===== config.mk =====
export PLATFORM = sky130hd
export DESIGN_NAME = hlt_timer
export DESIGN_NICKNAME = d
export VERILOG_FILES = /design/src/inc/hlt_pkg.sv /design/src/inc/hlt_sync_if.sv /design/src/hlt_sync.sv /design/src/hlt_timer.sv
export SDC_FILE = /design/constraint.sdc
export NUM_CORES = 1
export LEC_CHECK = 0
export ABC_AREA = 1
export BUFFER_PORTS_ARGS = -buffer_cell sky130_fd_sc_hd__buf_4
export CORE_MARGIN = 4
export CORE_UTILIZATION = 56
export CTS_CLUSTER_DIAMETER = 60
export CTS_CLUSTER_SIZE = 8
export DETAILED_ROUTE_END_ITERATION = 12
export GPL_ROUTABILITY_DRIVEN = 1
export PLACE_DENSITY_LB_ADDON = 0.2
export SLEW_MARGIN = 20
export SYNTH_ARGS = -nofsm -noshare
export SYNTH_HDL_FRONTEND = slang
export SYNTH_SLANG_ARGS = --single-unit
export TNS_END_PERCENT = 30

===== constraint.sdc =====
create_clock -name clk -period 4.64 [get_ports clk]
set_input_delay 0.464 -clock clk [delete_from_list [all_inputs] [get_ports clk]]
set_output_delay 0.464 -clock clk [all_outputs]
set_load 0.005 [all_outputs]

===== src/inc/hlt_pkg.sv =====
/*
  hlt_pkg: constants shared by the hardware limit period timer, its
  external reset source model and its self-checking bench.
  assumes: nothing; every user writes hlt_pkg::name, nothing is imported.
*/
package hlt_pkg;
  // data widths
  localparam int CNT_W = 8;
  localparam int MODE_W = 5;
  localparam int PRESCALE_SELECT_W = 3;
  localparam int POSTSCALE_SELECT_W = 4;
  localparam int PRE_W = 7;
  localparam int SEL_W = 5;
  localparam int SRC_N = 32;
  // values after reset
  localparam logic [7:0] COUNT_RST = 8'h00;
  localparam logic [7:0] PERIOD_RST = 8'hFF;
  localparam logic [4:0] MODE_RST = 5'h00;
  // timer control word layout: on bit, prescale field, postscale field
  localparam int CTRL_ON_POS = 7;
  localparam int CTRL_PRESCALE_SELECT_POS = 4;
  localparam int CTRL_POSTSCALE_SELECT_POS = 0;
  // mode groups held in mode bits 4:3
  localparam logic [1:0] GRP_FREE = 2'h0;
  localparam logic [1:0] GRP_ONESHOT = 2'h1;
  localparam logic [1:0] GRP_MONO = 2'h2;
  localparam logic [1:0] GRP_RSVD = 2'h3;
  // mode codes
  localparam logic [4:0] M_SW_GATE = 5'h00;
  localparam logic [4:0] M_GATE_HI = 5'h01;
  localparam logic [4:0] M_GATE_LO = 5'h02;
  localparam logic [4:0] M_RST_ANY = 5'h03;
  localparam logic [4:0] M_RST_RISE = 5'h04;
  localparam logic [4:0] M_RST_FALL = 5'h05;
  localparam logic [4:0] M_RST_LO = 5'h06;
  localparam logic [4:0] M_RST_HI = 5'h07;
  localparam logic [4:0] M_OS_SW = 5'h08;
  localparam logic [4:0] M_OS_RISE = 5'h09;
  localparam logic [4:0] M_OS_FALL = 5'h0A;
  localparam logic [4:0] M_OS_ANY = 5'h0B;
  localparam logic [4:0] M_OS_RRST = 5'h0C;
  localparam logic [4:0] M_OS_FRST = 5'h0D;
  localparam logic [4:0] M_OS_RLO = 5'h0E;
  localparam logic [4:0] M_OS_FHI = 5'h0F;
  localparam logic [4:0] M_MS_RISE = 5'h11;
  localparam logic [4:0] M_MS_FALL = 5'h12;
  localparam logic [4:0] M_MS_ANY = 5'h13;
  localparam logic [4:0] M_LOS_LO = 5'h16;
  localparam logic [4:0] M_LOS_HI = 5'h17;
  // far-side timing, in timer clock periods
  localparam int EDGE_GAP_MIN = 6;
  localparam int LEVEL_MIN = 3;
endpackage


===== src/inc/hlt_sync_if.sv =====
/*
  hlt_sync_if: carries the selected external reset signal into the
  synchroniser and its clean copy back out.
  assumes: both ends run on the same clk.
*/
`timescale 1ns/1ns
interface hlt_sync_if;
  logic raw;  // selected source, not yet synchronised
  logic sync; // level after two flops
  modport sync_side (input raw, output sync);
  modport user_side (output raw, input sync);
endinterface


===== src/hlt_sync.sv =====
/*
  hlt_sync: two-flop synchroniser for the external reset signal.
  assumes: clk, rst and ce are those of the timer; raw may be asynchronous.
*/
`timescale 1ns/1ns
module hlt_sync (
  // clock, reset, enable
  input wire logic clk,
  input wire logic rst,
  input wire logic ce,
  // signal path
  hlt_sync_if.sync_side sif
);
  typedef struct packed {
    logic meta; // first stage, read only by the second
    logic q;    // second stage
  } hlt_sync_t;

  hlt_sync_t s_r; // registered state
  hlt_sync_t s_nxt; // next state

  // shift the raw level through both stages
  always_comb begin
    s_nxt = s_r;
    s_nxt.meta = sif.raw;
    s_nxt.q = s_r.meta;
  end

  // register; ce low freezes the chain
  always_ff @(posedge clk) begin
    if (rst) begin
      s_r <= '0;
    end else if (ce) begin
      s_r <= s_nxt;
    end
  end

  assign sif.sync = s_r.q;
endmodule


===== src/hlt_timer.sv =====
/*
  hlt_timer: 8-bit period timer with selectable external reset source,
  hardware limit modes, prescaler, postscaler and period pulse.
  assumes: software writes arrive as one-cycle strobes with data; the
  timer clock is a one-cycle enable tmr_clk_en on clk; the external
  source keeps its own spacing and level-length limits.
*/
// Contract
// - source select picks external reset input
// - mode bits 4:3 pick mode group
// - debug freeze ignores all external triggers
// - software gate counts while on set
// - period match wraps counter to zero
// - hardware gate: 00001 high, 00010 low
// - edge modes clear counter on edge
// - level modes hold counter in reset
// - software one-shot clears on, stops zero
// - edge one-shot starts on chosen edge
// - fresh edge needed after on cycles
// - edge start, same edges then reset
// - edge start, level reset one-shot
// - monostable stops at zero, keeps on
// - level one-shot, match or off stops
// - postscaled pulse, irq gated by enable
// - on and input need two-cycle sync
// - match advances postscaler, one-cycle pulse
// - double-buffered period, reset FFh, reloads
// - control, count writes and resets clear prescaler, postscaler
`timescale 1ns/1ns
module hlt_timer (
  // clock, reset, enable
  input wire logic clk,
  input wire logic rst,
  input wire logic ce,
  // timer clock source, one pulse per timer clock
  input wire logic tmr_clk_en,
  // external reset source selection
  input wire logic [31:0] ers_sources,
  input wire logic [4:0] reset_source_select,
  input wire logic debug_freeze,
  // software writes
  input wire logic ctrl_wr,
  input wire logic [7:0] ctrl_wdata,
  input wire logic hlt_wr,
  input wire logic [4:0] hlt_wdata,
  input wire logic count_wr,
  input wire logic [7:0] count_wdata,
  input wire logic period_wr,
  input wire logic [7:0] period_wdata,
  input wire logic timer_irq_enable,
  // status
  output logic [7:0] timer_count,
  output logic [7:0] period_value,
  output logic [7:0] period_register,
  output logic on_status,
  output logic [4:0] hardware_limit_control,
  // events
  output logic postscaled_pulse,
  output logic irq_request
);
  typedef struct packed {
    logic [7:0] cnt;    // timer count
    logic [7:0] pbuf;   // software-visible period
    logic [7:0] pact;   // active period compared against
    logic on;           // on bit
    logic on_d;         // on bit seen one timer clock ago
    logic [4:0] mode;   // hardware limit mode
    logic [2:0] prescale_select;   // prescale select
    logic [3:0] postscale_select;  // postscale select
    logic [6:0] pre;    // prescaler count
    logic [3:0] post;   // postscaler count
    logic armed;        // edge start seen, counting allowed
    logic lvl;          // external level as last accepted
    logic rpend;        // rising edge waiting for a timer clock
    logic fpend;        // falling edge waiting for a timer clock
    logic pulse;        // postscaled output pulse
    logic irq;          // gated interrupt request
  } hlt_state_t;

  hlt_state_t s_r; // registered state
  hlt_state_t s_nxt; // next state
  logic tick; // prescaled timer clock
  logic run; // counter may advance
  logic hrst; // hardware reset of the counter
  logic arm; // start edge accepted
  logic os; // one-shot: match clears on
  logic ms; // monostable: match disarms only
  logic lvl_now; // external level used this cycle
  logic re_t; // rising edge for this tick
  logic fe_t; // falling edge for this tick
  logic on_ok; // on bit past its sync delay
  logic match; // counter equals active period

  hlt_sync_if sif ();

  // external source mux
  assign sif.raw = ers_sources[reset_source_select];

  hlt_sync u_sync (
    .clk(clk),
    .rst(rst),
    .ce(ce),
    .sif(sif)
  );

  // prescaler full: count reaches 2^prescale_select - 1
  function automatic logic pre_full(input logic [6:0] p, input logic [2:0] k);
    logic [6:0] lim;
    lim = 7'(({7'h00, 1'b1} << k) - 8'h01);
    return p == lim;
  endfunction

  // reserved codes: whole group 11, 10000, 10100, 10101
  function automatic logic mode_rsvd(input logic [4:0] m);
    return (m[4:3] == hlt_pkg::GRP_RSVD) || (m == 5'h10) ||
           (m == 5'h14) || (m == 5'h15);
  endfunction

  // next state
  always_comb begin
    s_nxt = s_r;
    run = 1'b0;
    hrst = 1'b0;
    arm = 1'b0;
    os = 1'b0;
    ms = 1'b0;
    // freeze holds the accepted level, so no edge can appear
    lvl_now = debug_freeze ? s_r.lvl : sif.sync;
    s_nxt.lvl = lvl_now;
    // edges come only from the synchronised copy
    re_t = s_r.rpend | (lvl_now & ~s_r.lvl);
    fe_t = s_r.fpend | (~lvl_now & s_r.lvl);
    tick = tmr_clk_en & pre_full(s_r.pre, s_r.prescale_select);
    // edges between timer clocks wait here; consumed at the tick
    s_nxt.rpend = tick ? 1'b0 : re_t;
    s_nxt.fpend = tick ? 1'b0 : fe_t;
    // on must survive a timer clock before it counts
    on_ok = s_r.on & s_r.on_d;
    match = s_r.cnt == s_r.pact;
    s_nxt.pulse = 1'b0;
    s_nxt.irq = 1'b0;
    if (tmr_clk_en) begin
      s_nxt.pre = tick ? 7'h00 : 7'(s_r.pre + 7'h01);
    end
    // an off bit drops the history at once, so a quick off-on still waits
    s_nxt.on_d = tick ? s_r.on : (s_r.on_d & s_r.on);
    // mode decode; group comes from mode bits 4:3
    case (s_r.mode)
      hlt_pkg::M_SW_GATE: begin
        run = on_ok;
      end
      hlt_pkg::M_GATE_HI: begin
        run = on_ok & lvl_now;
      end
      hlt_pkg::M_GATE_LO: begin
        run = on_ok & ~lvl_now;
      end
      hlt_pkg::M_RST_ANY: begin
        run = on_ok;
        hrst = on_ok & (re_t | fe_t);
      end
      hlt_pkg::M_RST_RISE: begin
        run = on_ok;
        hrst = on_ok & re_t;
      end
      hlt_pkg::M_RST_FALL: begin
        run = on_ok;
        hrst = on_ok & fe_t;
      end
      hlt_pkg::M_RST_LO: begin
        run = on_ok & lvl_now;
        hrst = on_ok & ~lvl_now;
      end
      hlt_pkg::M_RST_HI: begin
        run = on_ok & ~lvl_now;
        hrst = on_ok & lvl_now;
      end
      hlt_pkg::M_OS_SW: begin
        run = on_ok;
        os = 1'b1;
      end
      hlt_pkg::M_OS_RISE: begin
        arm = on_ok & re_t;
        run = on_ok & s_r.armed;
        os = 1'b1;
      end
      hlt_pkg::M_OS_FALL: begin
        arm = on_ok & fe_t;
        run = on_ok & s_r.armed;
        os = 1'b1;
      end
      hlt_pkg::M_OS_ANY: begin
        arm = on_ok & (re_t | fe_t);
        run = on_ok & s_r.armed;
        os = 1'b1;
      end
      hlt_pkg::M_OS_RRST: begin
        // first edge starts, every later one restarts from zero
        arm = on_ok & ~s_r.armed & re_t;
        hrst = on_ok & s_r.armed & re_t;
        run = on_ok & s_r.armed;
        os = 1'b1;
      end
      hlt_pkg::M_OS_FRST: begin
        arm = on_ok & ~s_r.armed & fe_t;
        hrst = on_ok & s_r.armed & fe_t;
        run = on_ok & s_r.armed;
        os = 1'b1;
      end
      hlt_pkg::M_OS_RLO: begin
        arm = on_ok & re_t;
        hrst = on_ok & ~lvl_now;
        run = on_ok & s_r.armed & lvl_now;
        os = 1'b1;
      end
      hlt_pkg::M_OS_FHI: begin
        arm = on_ok & fe_t;
        hrst = on_ok & lvl_now;
        run = on_ok & s_r.armed & ~lvl_now;
        os = 1'b1;
      end
      hlt_pkg::M_MS_RISE: begin
        arm = on_ok & ~s_r.armed & re_t;
        run = on_ok & s_r.armed;
        ms = 1'b1;
      end
      hlt_pkg::M_MS_FALL: begin
        arm = on_ok & ~s_r.armed & fe_t;
        run = on_ok & s_r.armed;
        ms = 1'b1;
      end
      hlt_pkg::M_MS_ANY: begin
        arm = on_ok & ~s_r.armed & (re_t | fe_t);
        run = on_ok & s_r.armed;
        ms = 1'b1;
      end
      hlt_pkg::M_LOS_LO: begin
        run = on_ok & lvl_now;
        hrst = ~lvl_now;
        os = 1'b1;
      end
      hlt_pkg::M_LOS_HI: begin
        run = on_ok & ~lvl_now;
        hrst = lvl_now;
        os = 1'b1;
      end
      default: begin
        // reserved codes: counter stands, input ignored
        run = 1'b0;
      end
    endcase
    // counter step, once per prescaled timer clock
    if (tick) begin
      if (arm) begin
        s_nxt.armed = 1'b1;
      end
      if (hrst) begin
        // external reset event: counter, scalers cleared, period reloaded
        s_nxt.cnt = hlt_pkg::COUNT_RST;
        s_nxt.pre = 7'h00;
        s_nxt.post = 4'h0;
        s_nxt.pact = s_r.pbuf;
      end else if (run) begin
        if (match) begin
          s_nxt.cnt = hlt_pkg::COUNT_RST;
          s_nxt.pact = s_r.pbuf;
          // postscaler advances on each match
          if (s_r.post == s_r.postscale_select) begin
            s_nxt.post = 4'h0;
            s_nxt.pulse = 1'b1;
            s_nxt.irq = timer_irq_enable;
          end else begin
            s_nxt.post = 4'(s_r.post + 4'h1);
          end
          if (os) begin
            s_nxt.on = 1'b0;
            s_nxt.armed = 1'b0;
          end
          if (ms) begin
            s_nxt.armed = 1'b0;
          end
        end else begin
          s_nxt.cnt = 8'(s_r.cnt + 8'h01);
        end
      end
    end
    // an off timer forgets its start edge
    if (!s_r.on) begin
      s_nxt.armed = 1'b0;
    end
    // software writes take priority over the counter step
    if (period_wr) begin
      s_nxt.pbuf = period_wdata;
    end
    if (hlt_wr) begin
      s_nxt.mode = hlt_wdata;
      // a new mode needs its own start edge, never one left from the old mode
      s_nxt.armed = 1'b0;
      s_nxt.pact = s_r.pbuf;
    end
    if (ctrl_wr) begin
      // counter itself is kept on a control write
      s_nxt.on = ctrl_wdata[hlt_pkg::CTRL_ON_POS];
      s_nxt.prescale_select = ctrl_wdata[hlt_pkg::CTRL_PRESCALE_SELECT_POS +: hlt_pkg::PRESCALE_SELECT_W];
      s_nxt.postscale_select = ctrl_wdata[hlt_pkg::CTRL_POSTSCALE_SELECT_POS +: hlt_pkg::POSTSCALE_SELECT_W];
      s_nxt.pre = 7'h00;
      s_nxt.post = 4'h0;
      s_nxt.pact = s_r.pbuf;
    end
    if (count_wr) begin
      s_nxt.cnt = count_wdata;
      s_nxt.pre = 7'h00;
      s_nxt.post = 4'h0;
      s_nxt.pact = s_r.pbuf;
    end
  end

  // register; ce low freezes everything, writes included
  always_ff @(posedge clk) begin
    if (rst) begin
      s_r <= '0;
      s_r.pbuf <= hlt_pkg::PERIOD_RST;
      s_r.pact <= hlt_pkg::PERIOD_RST;
      s_r.mode <= hlt_pkg::MODE_RST;
    end else if (ce) begin
      s_r <= s_nxt;
    end
  end

  // outputs straight from state
  assign timer_count = s_r.cnt;
  assign period_value = s_r.pact;
  assign period_register = s_r.pbuf;
  assign on_status = s_r.on;
  assign hardware_limit_control = s_r.mode;
  assign postscaled_pulse = s_r.pulse;
  assign irq_request = s_r.irq;
endmodule


Word level (Yosys, flattened, before mapping). Index checks and enable logic that the tools add are counted.

Flip-flop bits (word level): 57. Input port bits: 76.

Add/subtract/negate cells: 4. Order comparisons: 1. Equal/unequal tests: 25. Shift-type cells: 1. Muxes and demuxes: 46. Bitwise operators: 24. Reduce and logical (&&, ||, !) cells: 33.

Operators with widths (count): 2-to-1 mux 8 bit (8); == test 5 x 4 -> 1 bit (second input constant) (8); 2-to-1 mux 9 bit (4); == test 5 bit (second input constant) (5); 2-to-1 mux 11 bit (2); 2-to-1 mux 7 bit (3); == test 5 x 3 -> 1 bit (second input constant) (4); AND 1 bit (18); 2-to-1 mux 1 bit (15); 2-to-1 mux 12 bit (1); case mux 1 bit (6 select lines) (2); nonzero test 4 bit (3); OR reduction 2 bit (6); == test 5 x 2 -> 1 bit (second input constant) (2); 2-to-1 mux 2 bit (5); 2-to-1 mux 5 bit (2); nonzero test 2 bit (5); nonzero test 5 bit (2); OR reduction 10 bit (1); case mux 1 bit (9 select lines) (1); OR reduction 3 bit (3); adder 8 x 1 -> 8 bit (second input constant) (1); == test 8 bit (1); 2-to-1 mux 4 bit (2); other kinds (21) (30).

Depth between registers and ports, before layout. Gate-level depths: netlist of run 1.

Word-level depth: 16. Depth in mapped cells: 18.

Cells and area by module. A second synthesis of run 1 with hierarchy kept.

Cell total of the unflattened synthesis: 648. Area, all modules: 4055.1 µm².

Modules (own cells, without submodules): hlt_timer (times used 1, cells an instance 635, area each 3971.3 µm², sequential area each 1101.1 µm²); hlt_sync (times used 1, cells an instance 13, area each 83.8 µm², sequential area each 40.0 µm²).

Worst setup path before layout of run 1. No wires, ideal clock.

Path kind: register to register. Start point: register s_r[22] (netlist bit). End point: register s_r, in the netlist timer_count[2]. Setup time: 115 ps. Data arrival time: 2042 ps. Data required time: 4525 ps. Slack: 2483 ps. Cell stages (with the launch flop): 18. Path buffers: 1. Period minus slack after synthesis: 2157 ps. Path through: dfxtp_1 -> nor2_1 -> nand2_1 -> ha_1 -> inv_1 -> nand2_1 -> nand2_1 -> xnor2_1 -> nand2_1 -> nor2_1 -> nand2_4 -> nor2_8 -> nand2_4 -> nand2_4 -> buf_12 -> nand3_1 -> inv_1 -> nor2_1.

Word-level cells in the longest chain between the ends: 6.

Ends and longest elaborated chain: start, declared (line hlt_timer.sv:80) `hlt_state_t s_r;`; start signal, assigned (line hlt_timer.sv:326) `s_r <= s_nxt;`; << shifter 1 x 3 -> 7 bit (line hlt_timer.sv:109) `lim = 7'(({7'h00, 1'b1} << k) - 8'h01);`; subtractor 7 x 1 -> 7 bit (line hlt_timer.sv:109); == test 7 bit (line hlt_timer.sv:110) `return p == lim;`; AND 1 bit (line hlt_timer.sv:133) `tick = tmr_clk_en & pre_full(s_r.pre, s_r.prescale_select);`; nonzero test 2 bit (no line); AND reduction 3 bit (no line).

No other way between the ends. A chain may end at the register's enable or synchronous reset.

Worst setup path after layout of run 1.
Start point: register s_r[22] (netlist bit). End point: register s_r, in the netlist period_value[3].

Word-level cells in the longest chain between the ends: 6.

Ends and longest elaborated chain (line): << shifter 1 x 3 -> 7 bit (hlt_timer.sv:109); subtractor 7 x 1 -> 7 bit (hlt_timer.sv:109); == test 7 bit (hlt_timer.sv:110); AND 1 bit (hlt_timer.sv:133); nonzero test 4 bit (no line); AND reduction 4 bit (no line).

No other way between the ends.

==> results of run 1 <==
## area by class of cell
| class | count | area [um2] |
|---|---|---|
| timing repair buffer | 108 | 811 |
| inverter | 59 | 221 |
| multi-input combinational | 486 | 2450 |
| clock buffer | 13 | 179 |
| fill | 670 | 2220 |
| sequential | 57 | 1140 |
| clock inverter | 3 | 68.8 |
| tap | 99 | 124 |
## Yosys cell counts
cell type  number
o221a_2         1
o21ai_0        42
a21oi_1        27
o21ai_1         3
a21oi_2         2
nor2_2          4
xor2_1         14
inv_1          52
nor3_1          5
ha_1            4
buf_4          29
nand2_2         6
clkbuf_1       11
o221ai_1        4
buf_12          1
nand3_4         1
buf_6           2
dfxtp_1        57
buf_2           3
nand2_1       153
nand4_1         7
inv_2           5
nand2_4         4
nor2_1         86
xnor2_1        11
nand3_2         6
nor3b_1         2
a21boi_0        1
clkinv_1        2
o21a_1          1
o211a_1         1
nor2_8          1
o22ai_1         4
nor2_4          3
nand3_1        84
o211ai_1        9
## power groups by stage
| stage | clock [mW] | combinational [mW] | sequential [mW] |
|---|---|---|---|
| 3_3_place_gp | 0 | 0.283 | 0.560 |
| 6_report | 0.567 | 0.295 | 0.551 |
| 4_1_cts | 0.571 | 0.294 | 0.551 |
| 3_5_place_dp | 0 | 0.292 | 0.561 |
| 2_1_floorplan | 0 | 0.206 | 0.550 |
| 5_1_grt | 0.596 | 0.332 | 0.555 |
## worst max-delay path: stages, from the launching register on
cell and delay, ns:
dfxtp_1 0.38, nor2_1 0.19, nand2_1 0.10, ha_1 0.26, inv_1 0.09, nand2_1 0.05
nand2_1 0.07, xnor2_1 0.11, nand2_1 0.07, nor2_1 0.22, nand2_4 0.14, nor2_8 0.18
nand3_4 0.18, nand2_1 0.25, nand2_1 0.08, nand3_1 0.09
## worst max-delay path by stage
| stage | start | end | depth (start not counted) |
|---|---|---|---|
| 6_report | s_r[22] | period_value[3] | 15 |
| 5_1_grt | s_r[22] | period_value[3] | 13 |
| 4_1_cts | s_r[22] | period_value[3] | 15 |
| 3_5_place_dp | s_r[22] | period_value[2] | 15 |
| 3_3_place_gp | s_r[22] | period_value[6] | 15 |
| 2_1_floorplan | s_r[22] | timer_count[2] | 17 |
## cells by family (layout without fill, tap and decap cells)
logic type / count (synthesis) / count (layout) / share of synthesized area, %
compound gates: 95 / 95 / 13.1
buf+inv: 105 / 183 / 13.0
fa+ha+maj: 4 / 4 / 1.21
xor+xnor: 25 / 25 / 5.30
flops: 57 / 57 / 27.6
simple gates: 362 / 362 / 39.7
## sequential cells by signal, indices dropped and copies added, names as in the netlist
register and count:
on_status 1, timer_count 8, irq_request 1, hardware_limit_control 5, u_sync.sif.sync 1, period_register 8
postscaled_pulse 1, s_r 23, period_value 8, u_sync.s_nxt 1
## metal layers
layer	share of wire [%]	vias up	GRT usage [%]
met4	2.1	0	11.3
li1	-	2243	-
met5	0	-	0
met2	50	190	45.0
met3	7.0	27	5.77
met1	41	2045	30.3
## through the flow
stage	setup WS, ns	instances
detailed placement	2.16	809
global placement	2.31	809
CTS	2.12	825
finish	2.10	825
global route	1.89	825
floorplan	2.48	648
==> flow_metrics.py, run 1 <==
metrics = {
    "timing": {
        "slew_viol_final": 0,
        "hold_violations": 0,
        "fin_crit_ns": 2.54,
        "finalSetupViolations": 0,
        "fin_worst_skew_ns": 0.00983,
        "hold_ws_ns": 0.325,
        "fin_crit_sh_pct": 54.7,
        "tns_ns": 0,
        "rsz0062_at_grt": "false",
        "slew_headroom_pct": 60.7,
        "tightest_slew_ns": 0.585,
        "timing.fmax_mhz": 394,
    },
    "worst_hold_path": {
        "worstHoldStart": "period_wdata[4]",
        "hold_class": "in2reg",
        "hold_depth": 3,
        "hold_path_end": "period_register[4]",
    },
    "placed_design": {
        "placedInstanceArea_um2": 4750,
        "hpwl_um": 8690,
        "gp_congestion": 0.943,
        "io_buffers": 107,
    },
    "power_and_ir_drop": {
        "ir_worst_vdd_uv": 192,
        "p_leak_nw": 2.43,
        "clock_power_share_pct": 40.1,
        "switchingPower_mw": 0.400,
        "powerDensity_nw_per_um2": 283,
        "design_power_total_mw": 1.41,
        "p_comb_share_pct": 20.9,
        "seqPwrFrac_pct": 39.0,
        "swShare_pct": 28.3,
        "internal_power_mw": 1.01,
    },
    "global_route": {
        "overflow": 0,
        "first_global_vias": 4355,
        "grt_usage_pct": 25.9,
        "grt_antenna_before_repair": 0,
        "grt_max_degree": 30,
        "grt_pass1_wl_um": 18500,
    },
    "clock_network": {
        "post_cts_resize_count": 0,
        "clockBufferDepth": 2,
        "cts_inserted_buffers": 9,
        "postCtsSetupBuffers": 0,
        "cts_tree": "done",
        "holdBufCountCts": 0,
        "clkSlewWorstSetupHoldPaths_ns": 0.07,
        "cts-root-buf": "clkbuf_8",
        "cts_max_level": 3,
        "clkLatencyLatePin_ns": 0.34,
        "cts.sinks": 57,
    },
    "route": {
        "dr.pass1.iters": 5,
        "wl_per_cell_um": 13.6,
        "totalWireLength_um": 11200,
        "vias": 4505,
        "drcViolationCount": 0,
        "antenna_left": 0,
        "via_per_inst": 5.46,
        "drt_iter0_drc": 267,
    },
    "status": {
        "status": "completed",
    },
    "worst_setup_path": {
        "rr_worst_depth": 15,
        "timing.rr.end": "period_value[3]",
        "critPathKind": "reg2reg",
        "cp-end-kind": "register",
        "r2r-start": "s_r[22]",
        "required_ns": 4.91,
        "critPathArrivalTime_ns": 2.81,
        "r2r_slack_ns": 2.10,
        "crit_fanout": 13,
        "start_kind": "register",
    },
    "flow_run": {
        "cap_viol_max_count": 0,
    },
    "logic_synthesis": {
        "synth-seq-area-share_pct": 27.6,
        "synth.cell_area_um2": 4130,
        "yosysUniqueCellTypes": 36,
        "mappedNetlistNets": 728,
        "synth-seq-cells": 57,
        "yosysTopAreaCellShare_pct": 27.6,
        "avgSynthCellArea_um2": 6.37,
        "yosys.area.top_type": "dfxtp_1",
        "synthCells": 648,
        "yosys_warnings": 0,
        "synthTopCellsByArea": "dfxtp_1 (28%), nand2_1 (14%), nand3_1 (10%)",
    },
    "cells_and_area": {
        "layout_common_cells": "nand2_1 (153), buf_4 (108), nor2_1 (86), nand3_1 (84), dfxtp_1 (57)",
        "post-route-util_pct": 69.3,
        "nets": 801,
        "layout-drive-gt1-share_pct": 21.6,
        "area_growth_pct": 21.0,
        "fin_area_um2": 5000,
        "final_common_cell": "nand2_1",
        "diodes": 0,
    },
    "floorplan": {
        "core-area_um2": 7210,
        "ioPinCount": 108,
        "start_util_pct": 57.2,
        "die_w_um": 93.9,
        "placementRows": 31,
        "die_h_um": 93.9,
        "fp.dieArea_um2": 8810,
    },
}
Note: power is estimated with default switching activity, not from simulation.
==> inputs of run 2 (changes only) <==
--- a/config.mk
+++ b/config.mk
@@ -8,7 +8,7 @@
 export ABC_AREA = 1
 export BUFFER_PORTS_ARGS = -buffer_cell sky130_fd_sc_hd__buf_4
 export CORE_MARGIN = 4
-export CORE_UTILIZATION = 56
+export CORE_UTILIZATION = 49
 export CTS_CLUSTER_DIAMETER = 60
 export CTS_CLUSTER_SIZE = 8
 export DETAILED_ROUTE_END_ITERATION = 12
==> constraint.sdc (replaced) <==
create_clock -name clk -period 2.3 [get_ports clk]
set_input_delay 0.23 -clock clk [delete_from_list [all_inputs] [get_ports clk]]
set_output_delay 0.23 -clock clk [all_outputs]
set_load 0.005 [all_outputs]
==> run 2 against run 1 <==
Sequential power is 100% higher. Global-route usage decreased by 3.3 points. Total power up 110%. Worst hold slack got worse by 0.24 ns. Critical path type unchanged.
==> flow_metrics.py, run 2 (synthesized netlist as in run 1, its figures left out) <==
metrics = {
    "cells_and_area": {
        "nets": 812,
        "largest_reg_flops": 23,
        "regArea_um2": 1140,
        "multiInputGateArea_um2": 2510,
        "final.fill_count": 785,
        "area_growth_pct": 24.4,
        "layout-drive-gt1-share_pct": 23.7,
        "fin_area_um2": 5140,
        "final_common_cell": "nand2_1",
        "diodes": 0,
        "layout_common_cells": "nand2_1 (150), buf_4 (118), nand3_1 (84), nor2_1 (82), dfxtp_1 (56)",
        "top_register": "s_r",
    },
    "worst_setup_path": {
        "crit_fanout": 5,
        "critPathKind": "reg2reg",
        "required_ns": 2.53,
        "start_kind": "register",
        "cp-end-kind": "register",
        "critPathArrivalTime_ns": 2.42,
    },
    "timing": {
        "fin_crit_sh_pct": 95.4,
        "slew_headroom_pct": 62.5,
        "tightest_slew_ns": 0.563,
        "hold_violations": 0,
        "timing.fmax_mhz": 456,
        "slew_viol_final": 0,
        "fin_worst_skew_ns": 0.0103,
        "fin_crit_ns": 2.20,
        "finalSetupViolations": 0,
    },
    "worst_hold_path": {
        "hold_class": "in2reg",
    },
    "clock_network": {
        "cts_inserted_buffers": 9,
        "clkLatencyLatePin_ns": 0.34,
        "holdBufCountCts": 0,
        "cts_max_level": 3,
        "clkSlewWorstSetupHoldPaths_ns": 0.07,
        "cts.sinks": 57,
        "clockBufferDepth": 2,
        "cts-root-buf": "clkbuf_8",
        "cts_tree": "done",
    },
    "power_and_ir_drop": {
        "p_leak_nw": 2.48,
        "design_power_total_mw": 2.90,
        "ir_worst_vdd_uv": 432,
        "powerDensity_nw_per_um2": 564,
    },
    "global_route": {
        "grt_usage_pct": 22.6,
        "grt_pass1_wl_um": 18500,
        "grt_max_degree": 32,
        "grt_antenna_before_repair": 0,
        "first_global_vias": 4259,
        "overflow": 0,
    },
    "floorplan": {
        "core-area_um2": 8220,
        "die_h_um": 99.8,
        "fp.dieArea_um2": 9960,
        "start_util_pct": 50.3,
        "placementRows": 33,
        "ioPinCount": 108,
        "die_w_um": 99.8,
    },
    "route": {
        "dr.pass1.iters": 5,
        "drt_iter0_drc": 233,
        "drcViolationCount": 0,
        "vias": 4446,
        "wl_per_cell_um": 13.4,
        "antenna_left": 0,
        "totalWireLength_um": 11200,
        "via_per_inst": 5.28,
    },
    "status": {
        "status": "completed",
    },
    "flow_run": {
        "cap_viol_max_count": 0,
    },
    "placed_design": {
        "placedInstanceArea_um2": 4820,
        "io_buffers": 107,
        "gp_congestion": 0.932,
        "hpwl_um": 8680,
    },
}
run 2: repair_timing:
action / in CTS / in global routing
pin swaps: 0 / 3
endpoints found under the setup margin: 8 / 33
hold endpoints to repair: 0 / 0
cloned: 0 / 1
gates resized for setup: 1 / 13
setup buffers: 0 / 1
run 2: worst max-delay path, stage by stage (launching register included):
cell,delay [ns]
dfxtp_1,0.33
nor2_2,0.18
nand2_2,0.11
ha_4,0.19
inv_1,0.10
nand2_1,0.07
nand2_1,0.07
xnor2_1,0.11
nand2_1,0.10
nor2_4,0.15
nand2_4,0.10
buf_4,0.16
a21oi_1,0.12
nand3_1,0.11
nor2_1,0.13
nor2_1,0.05
run 2: layout make-up:
class / instances / share of cell area (%)
Multi-Input combinational cell: 487 / 48.9
Sequential cell: 57 / 22.2
Timing Repair Buffer: 118 / 17.2
Inverter: 59 / 4.31
Clock buffer: 12 / 2.82
Tap cell: 105 / 2.56
Clock inverter: 4 / 1.92
run 2: metal layers:
metal / part of all wire, % / wire length [um] / global-route usage, %
met1: 43 / 4800 / 27.6
met2: 48 / 5430 / 38.0
met3: 7.0 / 787 / 5.42
met4: 2.1 / 235 / 9.24
met5: 0 / 0 / 0
run 2: worst paths after layout:
path | cells after the start | end | start | slack (ns)
worst min register to register | 2 | postscaled_pulse | postscaled_pulse | 0.47
worst min-delay path | 3 | period_register[0] | period_wdata[0] | 0.09
worst max-delay path | 15 | s_r[8] | s_r[22] | 0.10
worst max register to register | 15 | s_r[8] | s_r[22] | 0.10
run 2: power breakdown:
| group | internal (mW) | switching [mW] | leakage, nW |
|---|---|---|---|
| combinational | 0.290 | 0.340 | 1.89 |
| clock | 0.754 | 0.405 | 0.121 |
| sequential | 1.04 | 0.0663 | 0.469 |
| total | 2.09 | 0.811 | 2.48 |
run 2: stage by stage:
stage	util [%]	hold slack (ns)	setup slack, ns	setup TNS, ns	std cells
CTS	61.7	0.0695	0.000284	0	840
global route	62.6	0.0848	-0.0612	-0.463	842
finish	62.6	0.0878	0.105	0	842
floorplan	-	0.343	0.143	0	648
global placement	58.7	0.428	0.0739	0	824
detailed placement	58.7	0.432	-0.0416	-0.272	824
==> inputs of run 3 (changes only) <==
--- a/config.mk
+++ b/config.mk
@@ -6,7 +6,9 @@
 export NUM_CORES = 1
 export LEC_CHECK = 0
 export ABC_AREA = 1
+export ABC_CLOCK_PERIOD_IN_PS = 2300
 export BUFFER_PORTS_ARGS = -buffer_cell sky130_fd_sc_hd__buf_4
+export CORE_ASPECT_RATIO = 0.7
 export CORE_MARGIN = 4
 export CORE_UTILIZATION = 49
 export CTS_CLUSTER_DIAMETER = 60
==> run 3 against run 2 <==
Final cell count shrank 0.48%. Clock power is 39% higher. Sequential power barely moved. Worst hold slack improved by 0.0027 ns. Utilization rose by 2.7 points. Global-route usage up 1.7 points. Via count is 2.3% higher. Combinational power increased by 3%. Critical endpoint unchanged.
==> flow_metrics.py, run 3 (synthesized netlist as in run 1, its figures left out) <==
metrics = {
    "floorplan": {
        "start_util_pct": 51.4,
        "ioPinCount": 108,
        "core-area_um2": 8040,
        "placementRows": 27,
        "die_w_um": 118,
        "die_h_um": 84.8,
        "fp.dieArea_um2": 9990,
    },
    "route": {
        "drcViolationCount": 0,
        "drt_iter0_drc": 398,
        "wl_per_cell_um": 14.7,
        "vias": 4549,
        "via_per_inst": 5.43,
        "totalWireLength_um": 12300,
        "dr.pass1.iters": 5,
        "antenna_left": 0,
    },
    "worst_setup_path": {
        "start_kind": "register",
        "cp-end-kind": "register",
        "critPathKind": "reg2reg",
        "r2r_slack_ns": 0.16,
        "critPathArrivalTime_ns": 2.41,
        "crit_fanout": 6,
        "required_ns": 2.57,
        "rr_worst_depth": 15,
    },
    "clock_network": {
        "cts.sinks": 57,
        "cts-root-buf": "clkbuf_16",
        "cts_max_level": 3,
        "clkSlewWorstSetupHoldPaths_ns": 0.05,
        "clockBufferDepth": 2,
        "cts_inserted_buffers": 9,
        "clkLatencyLatePin_ns": 0.34,
        "cts_tree": "done",
    },
    "cells_and_area": {
        "largest_reg_flops": 23,
        "area_growth_pct": 27.1,
        "final_common_cell": "nand2_1",
        "nets": 812,
        "fin_area_um2": 5250,
        "layout-drive-gt1-share_pct": 24.7,
        "diodes": 0,
        "layout_common_cells": "nand2_1 (150), buf_4 (119), nand3_1 (83), nor2_1 (80), dfxtp_1 (54)",
        "final_cells": 838,
        "top_register": "s_r",
    },
    "power_and_ir_drop": {
        "ir_worst_vdd_uv": 471,
        "powerDensity_nw_per_um2": 641,
        "p_leak_nw": 2.53,
    },
    "timing": {
        "timing.fmax_mhz": 466,
        "fin_crit_ns": 2.14,
        "hold_violations": 0,
        "tns_ns": 0,
        "slew_viol_final": 0,
        "finalSetupViolations": 0,
        "hold_ws_ns": 0.0905,
        "tightest_slew_ns": 0.592,
        "fin_crit_sh_pct": 93.2,
        "fin_worst_skew_ns": 0.00618,
        "slew_headroom_pct": 60.5,
    },
    "placed_design": {
        "placedInstanceArea_um2": 4830,
        "dp_cells": 821,
        "hpwl_um": 9120,
        "gp_congestion": 0.909,
        "io_buffers": 107,
    },
    "worst_hold_path": {
        "hold_class": "in2reg",
        "hold_depth": 3,
    },
    "global_route": {
        "overflow": 0,
        "grt_max_degree": 33,
        "grt_antenna_before_repair": 0,
        "grt_pass1_wl_um": 20100,
        "grt_usage_pct": 24.3,
        "first_global_vias": 4209,
    },
    "flow_run": {
        "cap_viol_max_count": 0,
    },
    "status": {
        "status": "completed",
    },
}
## run 3: power breakdown
part	switching, mW	total (mW)	internal [mW]
clock network	0.487	1.61	1.12
logic	0.355	0.647	0.292
registers	0.0675	1.11	1.04
## run 3: worst max-delay path, cell delays in order (launching register included)
cell and delay (ns):
dfxtp_2 0.33, nor2_2 0.14, nand2_2 0.09, ha_4 0.18, nand3_1 0.10, nand2_1 0.09, o21ai_1 0.12, nand2_1 0.10
nor2_4 0.15, nand2_4 0.09, buf_4 0.17, nor3_2 0.13, nand2_1 0.12, nor2_2 0.12, nor2_1 0.05, nor2_1 0.09
## run 3: worst paths after layout
check | to | from
hold / removal | period_register[6] | period_wdata[6]
hold reg to reg | postscaled_pulse | postscaled_pulse
setup / recovery | s_r[8] | s_r[22]
setup reg to reg | s_r[8] | s_r[22]
## run 3: cell type report
cell class	count	area, um2
clock buffers	12	256
clock inverters	4	98.8
flip-flops and latches	57	1140
fillers	739	2790
multi-input cells	486	2510
inverters	59	224
well taps	101	126
repair buffers	119	893
## run 3: timing repair
item / CTS / global route
endpoints found under the setup margin: 5 / 24
hold buffers: 0 / 0
cloned: 0 / 0
setup buffers: 0 / 1
gates resized for setup: 2 / 17
pin swaps: 0 / 3
## run 3: through the flow
step | utilization (%) | power (mW) | worst slack (ns)
6_report | 65.3 | 3.36 | 0.156
2_1_floorplan | - | 1.52 | 0.143
4_1_cts | 64.5 | 3.34 | 0.0411
5_1_grt | 65.3 | 3.50 | -0.0227
3_3_place_gp | 60.0 | 1.72 | 0.115
3_5_place_dp | 60.0 | 1.74 | 0.0291
## run 3: per-layer routing
layer	track usage [%]	share of wire, %
met4	6.17	1.2
met2	37.6	45
met1	33.9	46
met3	6.40	7.5
met5	0	0
